File: config.mk
export PLATFORM = sky130hd
export DESIGN_NAME = icd_core
export DESIGN_NICKNAME = d
export VERILOG_FILES = /design/src/icd_prio.v /design/src/icd_core.v
export VERILOG_INCLUDE_DIRS = /design/src
export SDC_FILE = /design/constraint.sdc
export NUM_CORES = 1
export LEC_CHECK = 0
export ABC_AREA = 1
export BUFFER_PORTS_ARGS = -buffer_cell sky130_fd_sc_hd__buf_2
export CELL_PAD_IN_SITES_DETAIL_PLACEMENT = 1
export CELL_PAD_IN_SITES_GLOBAL_PLACEMENT = 2
export CORE_MARGIN = 8
export CORE_UTILIZATION = 35
export CTS_BUF_LIST = sky130_fd_sc_hd__clkbuf_16
export DETAILED_ROUTE_END_ITERATION = 10
export GPL_ROUTABILITY_DRIVEN = 1
export PLACE_DENSITY_LB_ADDON = 0.3
export SYNTH_ARGS = -nofsm -noshare
export SYNTH_HDL_FRONTEND = slang
export SYNTH_SLANG_ARGS = --single-unit
export TNS_END_PERCENT = 20
File: constraint.sdc
create_clock -name clk_in -period 5.1 [get_ports clk_in]
set_clock_uncertainty 0.05 [all_clocks]
set_input_delay 1.02 -clock clk_in [delete_from_list [all_inputs] [get_ports clk_in]]
set_output_delay 1.02 -clock clk_in [all_outputs]
set_load 0.1 [all_outputs]
File: src/icd_map.vh
// constants for the interrupt command decoder: command codes, field positions, reset values
// assumes a single 50 MHz clock domain; included by bare name
`ifndef ICD_MAP_VH
`define ICD_MAP_VH
`define ICD_OP_CLR_ISR_HI 4'h6
`define ICD_OP_CLR_ISR_ALL 5'h0e
`define ICD_OP_CLR_ISR_ONE 5'h0f
`define ICD_OP_MODE_LOW 3'h4
`define ICD_OP_MODE_HIGH 4'ha
`define ICD_OP_PRE_MASK 4'hb
`define ICD_OP_PRE_ACLR 4'hc
`define ICD_OP_PRE_VEC 3'h7
`define ICD_MM_KEEP 2'h0
`define ICD_MM_SET 2'h1
`define ICD_MM_CLR 2'h2
`define ICD_MM_BIT 7
`define ICD_MODE_RST 8'h00
`define ICD_ISR_RST 8'h00
`define ICD_MASK_RST 8'hff
`define ICD_ACLR_RST 8'h00
`define ICD_TGT_NONE 2'h0
`define ICD_TGT_MASK 2'h1
`define ICD_TGT_ACLR 2'h2
`define ICD_TGT_VEC 2'h3
`define ICD_VEC_DEPTH 4
`endif

File: src/icd_prio.v
// highest-priority set bit finder for an 8-bit vector
// pure combinational; bit 0 is taken as the highest priority level
`timescale 1ns/1ps
`default_nettype none
module icd_prio (
	input wire [7:0] bits_in, // candidate bits
	output reg [7:0] onehot_out, // one-hot of the winning bit, zero when none
	output reg any_out // at least one bit set
);
	integer i;
	// scan from the lowest priority upward so the last hit wins
	always @* begin
		onehot_out = 8'h00;
		any_out = 1'b0;
		for (i = 7; i >= 0; i = i - 1) begin
			if (bits_in[i]) begin
				onehot_out = 8'h00;
				onehot_out[i] = 1'b1;
				any_out = 1'b1;
			end
		end
	end
endmodule
`default_nettype wire

File: src/icd_core.v
// interrupt command decoder: command port, data port, mode, in-service, mask,
// auto-clear and vector memory with acknowledge readout
// assumes strobes and data come from logic on clk_in (no synchronisers needed);
// one group instance; the command and data strobes are the paired ports of a group
//
// Overview of operation
// - 0110xxxx clears highest-priority in-service bit only
// - 01110xxx clears all in-service bits
// - 01111bbb clears one selected in-service bit
// - 100xxxxx loads mode bits four to zero
// - 1010 command loads mode bits six, five
// - low two bits keep/set/clear master mask
// - 1011 preselects mask register for data writes
// - 1100 preselects auto-clear register for data writes
// - preselect target survives intervening reads
// - mask/auto-clear preselects leave mode untouched
// - 111 command loads level byte count, targets level
// - low three bits pick vector level
// - count code n means n+1 bytes
// - count limits readout, not memory writes
// - vectors read out in written order
// - bit selector is a plain binary index
// - commands on command port, preselects target data port
// - in-service bit without auto-clear fences lower requests
`timescale 1ns/1ps
`default_nettype none
`include "icd_map.vh"
module icd_core (
	input wire clk_in, // 50 MHz system clock
	input wire rst_n_in, // asynchronous reset, active low
	input wire cmd_wr_in, // one-cycle write strobe, command port low byte
	input wire data_wr_in, // one-cycle write strobe, data port
	input wire data_rd_in, // one-cycle read strobe, data port (no side effect)
	input wire [7:0] wdata_in, // write data byte
	input wire [7:0] req_in, // latched pending requests, one per level
	input wire ack_in, // one-cycle pulse: acknowledge cycle byte request
	output reg [7:0] mode_out, // mode register
	output reg [7:0] in_service_bits_out, // in-service bits
	output reg [7:0] request_mask_bits_out, // mask register
	output reg [7:0] auto_clear_select_out, // auto-clear register
	output reg [1:0] target_out, // current data-port write target
	output reg [7:0] vec_byte_out, // vector byte answering an acknowledge
	output reg vec_valid_out, // pulse with vec_byte_out
	output reg [2:0] vec_level_out, // level served by vec_byte_out
	output reg irq_out // unmasked request above the fence
);
	reg [7:0] vmem [0:31]; // vector memory, four bytes per level
	reg [1:0] count_r [0:7]; // byte count code per level
	reg [1:0] wptr_r [0:7]; // write position per level
	reg [1:0] rptr_r [0:7]; // readout position per level
	reg [2:0] sel_level_r; // preselected vector level
	reg [1:0] target_nxt;
	wire [7:0] isr_hi; // one-hot highest set in-service bit
	wire [7:0] req_live; // unmasked requests
	wire [7:0] req_hi; // winning request
	wire req_any;
	wire [7:0] fence; // levels at or below a fencing in-service bit
	wire [7:0] sel_bit; // decoded bit selector
	reg [2:0] win_level; // binary of the winning request
	integer k; // index of the winning-level scan only
	integer j; // reset loop index, kept apart so k has a single driver

	assign sel_bit = 8'h01 << wdata_in[2:0];
	assign req_live = req_in & ~request_mask_bits_out & ~fence;
	// a fencing bit blocks its own and every lower-priority (higher-index) level
	assign fence[0] = in_service_bits_out[0] & ~auto_clear_select_out[0];
	genvar g;
	generate
		for (g = 1; g < 8; g = g + 1) begin : fence_chain
			assign fence[g] = fence[g-1] | (in_service_bits_out[g] & ~auto_clear_select_out[g]);
		end
	endgenerate

	icd_prio u_isr_prio (
		.bits_in(in_service_bits_out),
		.onehot_out(isr_hi),
		.any_out() // a clear of an empty set is harmless, so no flag needed
	);
	icd_prio u_req_prio (
		.bits_in(req_live),
		.onehot_out(req_hi),
		.any_out(req_any)
	);

	// binary index of the winning request
	always @* begin
		win_level = 3'h0;
		for (k = 0; k < 8; k = k + 1) begin
			if (req_hi[k]) begin
				win_level = k[2:0];
			end
		end
	end

	// target only moves on a command write; reads never touch it
	always @* begin
		target_nxt = target_out;
		if (cmd_wr_in) begin
			target_nxt = `ICD_TGT_NONE; // any other command ends the preselect
			if (wdata_in[7:4] == `ICD_OP_PRE_MASK) begin
				target_nxt = `ICD_TGT_MASK;
			end else if (wdata_in[7:4] == `ICD_OP_PRE_ACLR) begin
				target_nxt = `ICD_TGT_ACLR;
			end else if (wdata_in[7:5] == `ICD_OP_PRE_VEC) begin
				target_nxt = `ICD_TGT_VEC;
			end
		end
	end

	// command decode and register updates, all applied at the strobe edge
	always @(posedge clk_in or negedge rst_n_in) begin
		if (!rst_n_in) begin
			mode_out <= `ICD_MODE_RST;
			in_service_bits_out <= `ICD_ISR_RST;
			request_mask_bits_out <= `ICD_MASK_RST;
			auto_clear_select_out <= `ICD_ACLR_RST;
			target_out <= `ICD_TGT_NONE;
			sel_level_r <= 3'h0;
			vec_byte_out <= 8'h00;
			vec_valid_out <= 1'b0;
			vec_level_out <= 3'h0;
			irq_out <= 1'b0;
			for (j = 0; j < 8; j = j + 1) begin
				count_r[j] <= 2'h0;
				wptr_r[j] <= 2'h0;
				rptr_r[j] <= 2'h0;
			end
		end else begin
			target_out <= target_nxt;
			vec_valid_out <= 1'b0;
			irq_out <= req_any & ~mode_out[`ICD_MM_BIT];
			if (cmd_wr_in) begin
				if (wdata_in[7:4] == `ICD_OP_CLR_ISR_HI) begin
					in_service_bits_out <= in_service_bits_out & ~isr_hi;
				end else if (wdata_in[7:3] == `ICD_OP_CLR_ISR_ALL) begin
					in_service_bits_out <= 8'h00;
				end else if (wdata_in[7:3] == `ICD_OP_CLR_ISR_ONE) begin
					in_service_bits_out <= in_service_bits_out & ~sel_bit;
				end else if (wdata_in[7:5] == `ICD_OP_MODE_LOW) begin
					mode_out[4:0] <= wdata_in[4:0];
				end else if (wdata_in[7:4] == `ICD_OP_MODE_HIGH) begin
					mode_out[6:5] <= wdata_in[3:2];
					// illegal code 11 is ignored like keep
					if (wdata_in[1:0] == `ICD_MM_SET) begin
						mode_out[`ICD_MM_BIT] <= 1'b1;
					end else if (wdata_in[1:0] == `ICD_MM_CLR) begin
						mode_out[`ICD_MM_BIT] <= 1'b0;
					end
				end else if (wdata_in[7:5] == `ICD_OP_PRE_VEC) begin
					count_r[wdata_in[2:0]] <= wdata_in[4:3];
					sel_level_r <= wdata_in[2:0];
					wptr_r[wdata_in[2:0]] <= 2'h0;
					rptr_r[wdata_in[2:0]] <= 2'h0;
				end
				// mask and auto-clear preselects fall through: mode untouched
			end else if (data_wr_in) begin
				case (target_out)
					`ICD_TGT_MASK: begin
						request_mask_bits_out <= wdata_in;
					end
					`ICD_TGT_ACLR: begin
						auto_clear_select_out <= wdata_in;
					end
					`ICD_TGT_VEC: begin
						// write position wraps; count never blocks the write
						wptr_r[sel_level_r] <= wptr_r[sel_level_r] + 2'h1;
					end
					default: begin
					end
				endcase
			end else if (ack_in && req_any) begin
				vec_byte_out <= vmem[{win_level, rptr_r[win_level]}];
				vec_valid_out <= 1'b1;
				vec_level_out <= win_level;
				if (rptr_r[win_level] == count_r[win_level]) begin
					// last byte: service starts, fence unless auto-cleared
					rptr_r[win_level] <= 2'h0;
					if (!auto_clear_select_out[win_level]) begin
						in_service_bits_out <= in_service_bits_out | req_hi;
					end
				end else begin
					rptr_r[win_level] <= rptr_r[win_level] + 2'h1;
				end
			end
		end
	end

	// vector memory write port, no reset so it maps onto a plain array
	always @(posedge clk_in) begin
		if (!cmd_wr_in && data_wr_in && target_out == `ICD_TGT_VEC) begin
			vmem[{sel_level_r, wptr_r[sel_level_r]}] <= wdata_in;
		end
	end
endmodule
`default_nettype wire

# After elaboration in Yosys (flattened, before gate mapping)
# Memories as Yosys holds them, arrays and structs flattened. A register that Yosys moved wholly into a read port is not among the register bits.
# Cells that the tools add are included.
# classes
eq_ne,23
bitwise_logic,49
reduce_logical,23
shift,1
n_mux,88
addsub,2
magnitude_cmp,7
# ops
operator,count
2-to-1 mux 16 bit,19
2-to-1 mux 8 bit,24
AND 16 bit,3
bitwise mux 16 bit,3
AND 8 bit,4
inverter 16 bit,2
inverter 8 bit,4
2-to-1 mux 2 bit,13
binary-select mux 2 bit (select 3 bit),3
demux 2 bit (select 3 bit),3
2-to-1 mux 1 bit,17
inverter 1 bit,16
AND reduction 8 bit,2
2-to-1 mux 3 bit,5
"!= test 2 bit, second input constant",7
AND reduction 7 bit,2
"== test 4 bit, second input constant",3
">= comparator 4 bit, second input constant",3
"less-than comparator 4 x 1 -> 1 bit, second input constant",3
inverter 3 -> 4 bit,3
"== test 5 x 4 -> 1 bit, second input constant",2
AND reduction 5 bit,2
nonzero test 2 bit,5
AND 1 bit,9
other kinds (17),36
# word_totals
in_bits,22
ram_bits,256
output_inout_bits,47
n_memories,1
wordCells,229
register_bits,90
# memory_table
name,depth,width,rd,rd_ports_with_merged_regs,write_ports,line_no,source
vmem,32,8,1,1,1,icd_core.v:47,reg [7:0] vmem [0:31];

# Logic depth before layout (Yosys ltp)
# Gate-level depths: netlist (run 1).
# depth
word_depth,37
depth_mapped,26
mapped_depth_nobuf,25

# Hierarchy
# From an unflattened synthesis (run 1), not the netlist that was laid out.
# hier_totals
hier_cells,1906
area_unflattened_um2,17026.3
# by_module_without_submodules
module,seq_area_each_um2,cells_each,area_per_inst_um2,n_inst
icd_core,10149.7,1840,16756.1,1
icd_prio,0.0,33,135.1,2

# Least setup slack after synthesis (run 1)
# OpenSTA, ideal clock, no wires.
# synth_timing
path_kind,register to register
from,register in_service_bits_out[1]
to,register vec_byte_out[4] (read register of vmem)
t_arrival_ps,3193
setup_time_ps,121
path_buffers,3
synth_period_minus_slack_ps,3364
slack_ps,1736
stages_incl_launch_ff,20
required_ps,4929
cell_sequence,dfrtp_1 nand2_1 nand3_1 nand2_1 nor2_4 nand3_4 nor2_4 nor2_4 nand2_2 buf_6 buf_4 buf_2 mux2i_1 nand3_1 nand3_1 nand2_1 nand2_1 nand3_1 nor2_1 nor2_1
# synth_between
elab_chain_len,27
elab_cells_between_ends,39
classes_between,26 x mux; 11 x bitwise; 2 x reduce/logical
# synth_rtl
item,line_no,source
"start, declared",icd_core.v:38,"output reg [7:0] in_service_bits_out,"
"start signal, assigned",icd_core.v:114,in_service_bits_out <= `ICD_ISR_RST;
"start signal, assigned",icd_core.v:134,in_service_bits_out <= in_service_bits_out & ~isr_hi;
"start signal, assigned",icd_core.v:138,in_service_bits_out <= in_service_bits_out & ~sel_bit;
AND 1 bit (*),icd_core.v:70,assign fence[g] = fence[g-1] | (in_service_bits_out[g] & ~auto_clear_select_out[g]);
OR 1 bit (*),icd_core.v:70,
OR 1 bit (5 in a row),icd_core.v:70,
inverter 8 bit (*),icd_core.v:64,assign req_live = req_in & ~request_mask_bits_out & ~fence;
AND 8 bit (*),icd_core.v:64,
2-to-1 mux 8 bit (7 in a row),icd_prio.v:16,if (bits_in[i]) begin
2-to-1 mux 1 bit,icd_core.v:89,if (req_hi[k]) begin
2-to-1 mux 2 bit,icd_core.v:89,
2-to-1 mux 3 bit (5 in a row),icd_core.v:89,
inverter 3 -> 4 bit (implied by the code),icd_core.v:172,"vec_byte_out <= vmem[{win_level, rptr_r[win_level]}];"
binary-select mux 2 bit (select 3 bit),icd_core.v:172,
2-to-1 mux 2 bit (implied by the code) (2 in a row),icd_core.v:172,
"end, declared",icd_core.v:42,"output reg [7:0] vec_byte_out,"
# Every way passes the cells marked *; elsewhere a longest branch is shown, timed or not. The select of a mux whose other input is x is not followed.
# A chain may end at the register's enable or synchronous reset.

# Final worst setup path (run 1)
# layout_timing
from,register in_service_bits_out[1]
to,register in_service_bits_out[0]
# layout_between
elab_chain_len,30
elab_cells_between_ends,59
classes_between,2 x eq/ne; 39 x mux; 14 x bitwise; 4 x reduce/logical
# layout_rtl
item,line_no,source
AND 1 bit,icd_core.v:70,
OR 1 bit (6 in a row),icd_core.v:70,
inverter 8 bit,icd_core.v:64,
AND 8 bit,icd_core.v:64,
2-to-1 mux 8 bit (7 in a row),icd_prio.v:16,
2-to-1 mux 1 bit,icd_core.v:89,
2-to-1 mux 2 bit,icd_core.v:89,
2-to-1 mux 3 bit (5 in a row),icd_core.v:89,
inverter 3 -> 4 bit (implied by the code),icd_core.v:175,if (rptr_r[win_level] == count_r[win_level]) begin
binary-select mux 2 bit (select 3 bit),icd_core.v:175,
2-to-1 mux 2 bit (implied by the code) (2 in a row),icd_core.v:175,
== test 2 bit,icd_core.v:175,
nonzero test 2 bit (no source line),--,
AND reduction 5 bit (no source line),--,
# Parallel ways exist; a longest one is shown, timed or not. The select of a mux whose other input is x is not followed.

==> metrics.txt, run 1 <==
Crit. path cell count=18; first-pass GRT wire length=78.8 mm; Leakage=7.91 nW; WL/cell=21.7 um; period utilization=0.796; cts repair resizes=0; Tot Pwr=13.3 mW; fmax=246 MHz; startpoint types=flop; Setup-failing EPs final=0; status=completed; Syn Area/Cell=9.93 um2; GPL Wtd Cong=0.845; htree depth=2; Mapped Area=16500 um2; port bufs=67; Slowest Stage Delay on Critical Path=0.47 ns; R2R Setup Slk=1.04 ns; Hold Path Class=in -> async; Req. time, crit path=5.50 ns; initial drt markers=755; IO Count=69; post-DP HPWL=35.1 mm; clk sink count=354; Most common cell on crit path=nand2_1; Least-Margin Pin Slew=0.901 ns; Worst VDD drop=0.404 mV; total gr overflow=0; max cap viols=0; largest net degree at the start of global routing=101; Starting Density=0.355; diode count=0; Vias=12400; syn_nets=1696; max-slew violation count=0; Final nets=1798; register area share after synthesis=0.614; Yosys cell types=45; minimum clock period=4.06 ns; hold_buf cts=0; clock latency at the later pin of the worst-skew pair=0.57 ns; worst r2r dst=in_service_bits_out[0]; R2R cell count=18; drt total wl=52.2 mm; CP Cell Sequence=nand2_1 > nand3_2 > nor2_2 > nand2_1 > nand2_1 > nor2_1 > inv_1 > nor2_1 > nor3_1 > inv_1 > nor2_4 > nand2_1 > nand2_2 > nand2_4 > nand2_2 > nand2_2 > nand2_1 > nand2_1; commonest non-fill, non-tap cell in the layout=nand2_1; Rel. slew slack=0.399; CTS tree=built; # rows=79; First-pass DRT Iterations=5; share of layout cells above drive strength 1=0.124; DRC=0; critical path's top delay family=simple AND/OR/NAND/NOR gates; data arrival time of the critical path=4.45 ns; Vias/cell=5.14; Bufs on Longest Clock Path=3; vias in the first global route=13000; largest fanout on the critical path=25; Die H=233 um; postcts setup bufs=0; full die area=54500 um2; Final ANT Viol Nets=0; Ys Warns=0; Power per Cell Area=699 nW/um2; core area=46600 um2; Worst path slowest cell=dfrtp_1; clock-pin slew on the worst setup and hold paths=0.06 ns; buffers plus inverters on the worst setup path=2; critical path capture point type=flop; Root Driver=clkbuf_16; fillcell total=5239; chip width=233 um; commonest cells after routing, fill and taps aside=nand2_1, edfxtp_1, nor2_1, nand3_1, inv_1; initial antenna violation count=0; RSZ-0062 raised after global routing=false; Post-Synthesis Cells=1666; Final Hold Vio Count=0; setup TNS=0 ns; gr usage total=0.191; CTS buffer count=41; Area growth syn-to-layout=15.0%; synthesized flop and latch total=354; reg2reg start=in_service_bits_out[1]; critical path class=reg -> reg
-- per-layer routing --
layer  GRT usage  vias up  share of wire
met4      0.0614        0          0.030
met5           0        -              0
met1       0.252     6214           0.45
met3      0.0318       85          0.039
met2       0.319      249           0.48
li1            -     5834              -
-- cell families after synthesis --
kind of cell	Yosys count	share of synthesized area
AOI/OAI and AO/OA	153	0.0502
buffers and inverters	210	0.0530
DFF	354	0.614
adders and majority gates	8	0.00605
and+or+nand+nor	845	0.219
muxes	96	0.0581
-- through the flow --
step / hold slack, ns / std cells / worst slack, ns / cell area [um2] / util
floorplan: 0.395 / 1666 / 1.74 / 16500 / -
global placement: 0.412 / 2332 / 0.648 / 17800 / 0.382
detailed placement: 0.424 / 2332 / 0.571 / 17800 / 0.382
CTS: 0.274 / 2408 / 1.07 / 19000 / 0.409
global route: 0.304 / 2408 / 0.708 / 19000 / 0.409
finish: 0.297 / 2408 / 1.04 / 19000 / 0.409
-- power by group --
part	switching [mW]	leakage, nW	total, mW	internal (mW)
Sequential	0.215	3.56	3.51	3.30
Clock	1.22	0.664	2.78	1.55
Combinational	5.10	3.69	7.00	1.90
-- how the worst max path moves through the flow --
stage | start | end | slack [ns]
after detailed placement | req_in[0] | in_service_bits_out[0] | 0.57
after CTS | auto_clear_select_out[1] | in_service_bits_out[0] | 1.07
final | in_service_bits_out[1] | in_service_bits_out[0] | 1.04
after global routing | auto_clear_select_out[1] | in_service_bits_out[5] | 0.71
after global placement | req_in[0] | in_service_bits_out[0] | 0.65
after floorplan | in_service_bits_out[1] | vec_byte_out[4] | 1.74
-- synthesized netlist by cell type, drive strengths merged --
library cell | count | share of area
ha | 8 | 0.0061
buf | 37 | 0.014
or2 | 5 | 0.0019
o2bb2ai | 1 | 0.00053
clkbuf | 23 | 0.0053
a32o | 2 | 0.0012
a41oi | 1 | 0.00053
o31ai | 3 | 0.0014
o2111ai | 1 | 0.00053
nand3b | 5 | 0.0023
o21ai | 121 | 0.037
dfrtp | 90 | 0.14
a22o | 1 | 0.00053
clkinv | 6 | 0.0014
nor4 | 3 | 0.0011
a221oi | 3 | 0.0016
o22ai | 7 | 0.0026
nor3 | 12 | 0.0036
a21oi | 8 | 0.0024
inv | 144 | 0.033
mux2i | 96 | 0.058
nand4 | 15 | 0.0057
nand2 | 444 | 0.10
a211oi | 1 | 0.00045
dfstp | 8 | 0.013
nor2 | 193 | 0.048
edfxtp | 256 | 0.46
nand3 | 168 | 0.053
a31oi | 1 | 0.00038
o211ai | 2 | 0.00091
o32ai | 1 | 0.00053
-- flip-flops by register name, summed over array words and instances (netlist names) --
| name | cells |
|---|---|
| target_out | 2 |
| vmem | 256 |
| vec_valid_out | 1 |
| request_mask_bits_out | 8 |
| wptr_r | 16 |
| mode_out | 8 |
| vec_level_out | 3 |
| count_r | 16 |
| vec_byte_out | 8 |
| in_service_bits_out | 8 |
| irq_out | 1 |
| rptr_r | 16 |
| auto_clear_select_out | 8 |
| sel_level_r | 3 |
-- final cells by class --
class | instances | area (um2) | area share
flip-flops and latches | 354 | 10100 | 0.533
clock buffers | 42 | 1050 | 0.0552
multi-input cells | 1102 | 5530 | 0.291
well taps | 607 | 759 | 0.0399
clock inverters | 34 | 208 | 0.0109
inverters | 150 | 563 | 0.0296
repair buffers | 119 | 766 | 0.0402
-- worst reg2reg max path, stage by stage (launching register included) --
cell	delay, ns
dfrtp_1	0.47
nand2_1	0.17
nand3_2	0.12
nor2_2	0.20
nand2_1	0.15
nand2_1	0.09
nor2_1	0.13
inv_1	0.28
nor2_1	0.08
nor3_1	0.33
inv_1	0.13
nor2_4	0.33
nand2_1	0.12
nand2_2	0.33
nand2_4	0.29
nand2_2	0.28
nand2_2	0.20
nand2_1	0.14
nand2_1	0.06
(Power assumes the default switching activity.)
==> run 2: changes to the inputs <==
clock period = 3.35 ns   (was 5.1 ns; I/O delays follow)
==> run 2 against run 1 <==
Compared with the run above:
- combinational power grew 94%
- register-to-register slack worse by 0.90 ns
- final cell count rose by 4.4%
- flip-flop and latch count is the same
- routed wire length up 5.7%
- clock-buffer cell count unchanged
- total power increased by 76%
- final area increased by 6.9%
- critical path type unchanged
- critical endpoint is now vec_byte_out[4]
- highest routed layer is now met5
==> metrics.txt, run 2 (same netlist as run 1, synthesis figures left out) <==
status=completed; R2R cell count=19 (+1); core area=46600 um2 (unchanged); Power per Cell Area=1150 nW/um2 (+64%); drt total wl=55.2 mm (+5.7%); GPL Wtd Cong=0.823 (-2.6%); critical path capture point type=flop; Critical Path Start=request_mask_bits_out[1]; met1 WL=24.4 mm (+3.4%); Worst VDD drop=0.682 mV (+69%); data arrival time of the critical path=3.62 ns (-0.83 ns); reg2reg start=request_mask_bits_out[1]; Rel. slew slack=0.370 (-0.0292); max-slew violation count=0 (unchanged); Slowest Stage Delay on Critical Path=0.56 ns (+0.09 ns); period utilization=0.956 (+0.161); gr usage total=0.198 (+0.00651); area post-placement=18600 um2 (+4.5%); Starting Density=0.355 (unchanged); Comb power frac=0.583 (+0.056); Crit. path cell count=19 (+1); DRC=0 (unchanged); Root Driver=clkbuf_16; Vias/cell=5.10 (-0.82%); worst setup margin=0.146 ns (-0.897 ns); Final nets=1903 (+5.8%); IO Count=69 (unchanged); port bufs=67 (unchanged); Clk network pwr share=0.191 (-0.018); Largest register FFs=256 (unchanged); Worst path slowest cell=dfstp_2; Req. time, crit path=3.77 ns (-1.73 ns); initial antenna violation count=3 (+3); First-pass DRT Iterations=5 (unchanged); critical path's top delay family=simple AND/OR/NAND/NOR gates; initial drt markers=859 (+14%); met2 WL post-DR=26.1 mm (+3.9%); R2R Setup Slk=0.15 ns (-0.90 ns); Setup-failing EPs final=0 (unchanged); top layer in use=met5; critical path class=reg -> reg; CTS tree=built; clk sink count=354 (unchanged); CP Cell Sequence=nor2_1 > nand3_1 > nand2_2 > nor2_4 > nand3_4 > nor2_4 > nor2_4 > nand2_8 > buf_12 > buf_12 > buf_12 > mux2i_1 > nand2_1 > nand3_1 > nand2_1 > nand2_1 > nand3_1 > nor2_2 > nor2_1; Final Hold Vio Count=0 (unchanged); Tot Pwr=23.3 mW (+76%); met3 wire len=2.82 mm (+39%); Sw Pwr=10.8 mW (+65%); Area growth syn-to-layout=23.0%; fmax=312 MHz (+27%); Leakage=8.58 nW (+8.5%); finished layout cell area=20300 um2 (+6.9%); WL/cell=22.0 um (+1.2%); Die H=233 um (unchanged); post-layout util=0.437 (+0.0284); switch share=0.463 (-0.0285); Final ANT Viol Nets=0 (unchanged); commonest cells after routing, fill and taps aside=nand2_1, edfxtp_1, nor2_1, nand3_1, inv_1; hold_buf cts=0 (unchanged); buffers plus inverters on the worst setup path=3 (+1); full die area=54500 um2 (unchanged); commonest non-fill, non-tap cell in the layout=nand2_1; hold slack final=0.0879 ns (-0.210 ns); Vias=12800 (+3.5%); chip width=233 um (unchanged); Hold Path Class=in -> async; largest fanout on the critical path=16 (-36%); worst r2r dst=vec_byte_out[4]; Int Pwr=12.5 mW (+85%); Setup crit end=vec_byte_out[4]; max cap viols=0 (unchanged); CTS buffer count=41 (unchanged); minimum clock period=3.20 ns (-0.853 ns); largest net degree at the start of global routing=53 (-48%); clock latency at the later pin of the worst-skew pair=0.57 ns (about the same); # rows=79 (unchanged); share of layout cells above drive strength 1=0.184 (+0.0598); clock-pin slew on the worst setup and hold paths=0.06 ns (about the same); first-pass GRT wire length=81.5 mm (+3.4%); post-DP HPWL=37.2 mm (+6.1%); htree depth=2 (unchanged); Reg power frac=0.226 (-0.038); Bufs on Longest Clock Path=3 (unchanged); total gr overflow=0 (unchanged); startpoint types=flop; Least-Margin Pin Slew=0.941 ns (+0.0402 ns); Setup WS pre-CTS=-0.234 ns (-0.806 ns); vias in the first global route=13400 (+3.3%)
[run 2: cell types whose count changed in the layout (fill, tap and decap cells not counted), sizes merged]
cell and change:
clkbuf +5, nand2 +1, clkinv +3, buf +99, diode +1, clkinvlp +1
bufinv +3, inv -7
[run 2: how the worst min path moves through the flow]
stage          depth (start not counted)         from                  endpoint  slack (ns)
2_1_floorplan                          0     rst_n_in  auto_clear_select_out[0]        0.32
3_3_place_gp                           2   count_r[8]                count_r[8]        0.41
6_report                               1     rst_n_in    in_service_bits_out[3]        0.09
5_1_grt                                1     rst_n_in    in_service_bits_out[4]        0.13
3_5_place_dp                           2  mode_out[0]               mode_out[0]        0.42
4_1_cts                                1     rst_n_in               mode_out[7]        0.09
[run 2: per-layer routing]
layer  vias to the layer above  track usage
met4                         2       0.0709
met2                       273        0.321
met5                         -            0
met3                        92       0.0380
li1                       6041            -
met1                      6413        0.261
[run 2: area by class of cell]
class                           instances  area (um2)
Fill cell                            5204       26200
Sequential cell                       354       10200
Multi-Input combinational cell       1103        5660
Timing Repair Buffer                  223        1880
Clock buffer                           42        1050
Tap cell                              607         759
Inverter                              150         563
Clock inverter                         34         278
Antenna cell                            1        2.50
[run 2: metrics by stage]
step,std cells,setup TNS [ns]
after global routing,2514,-0.489
after floorplan,1666,0
after global placement,2416,-2.42
after detailed placement,2416,-4.51
after CTS,2492,0
final,2514,0
[run 2: power by group through the flow]
| stage | registers, mW | logic (mW) | clock network, mW |
|---|---|---|---|
| global placement | 5.36 | 12.2 | 0 |
| finish | 5.28 | 13.6 | 4.46 |
| CTS | 5.28 | 12.5 | 4.56 |
| detailed placement | 5.36 | 12.4 | 0 |
| global route | 5.32 | 14.7 | 4.71 |
| floorplan | 6.61 | 6.46 | 0 |
[run 2: what timing repair did]
action	4_1_cts	5_1_grt
pin swaps	0	16
setup endpoints to repair	8	32
resized for setup	1	40
cloned	0	6
buffers inserted	0	15
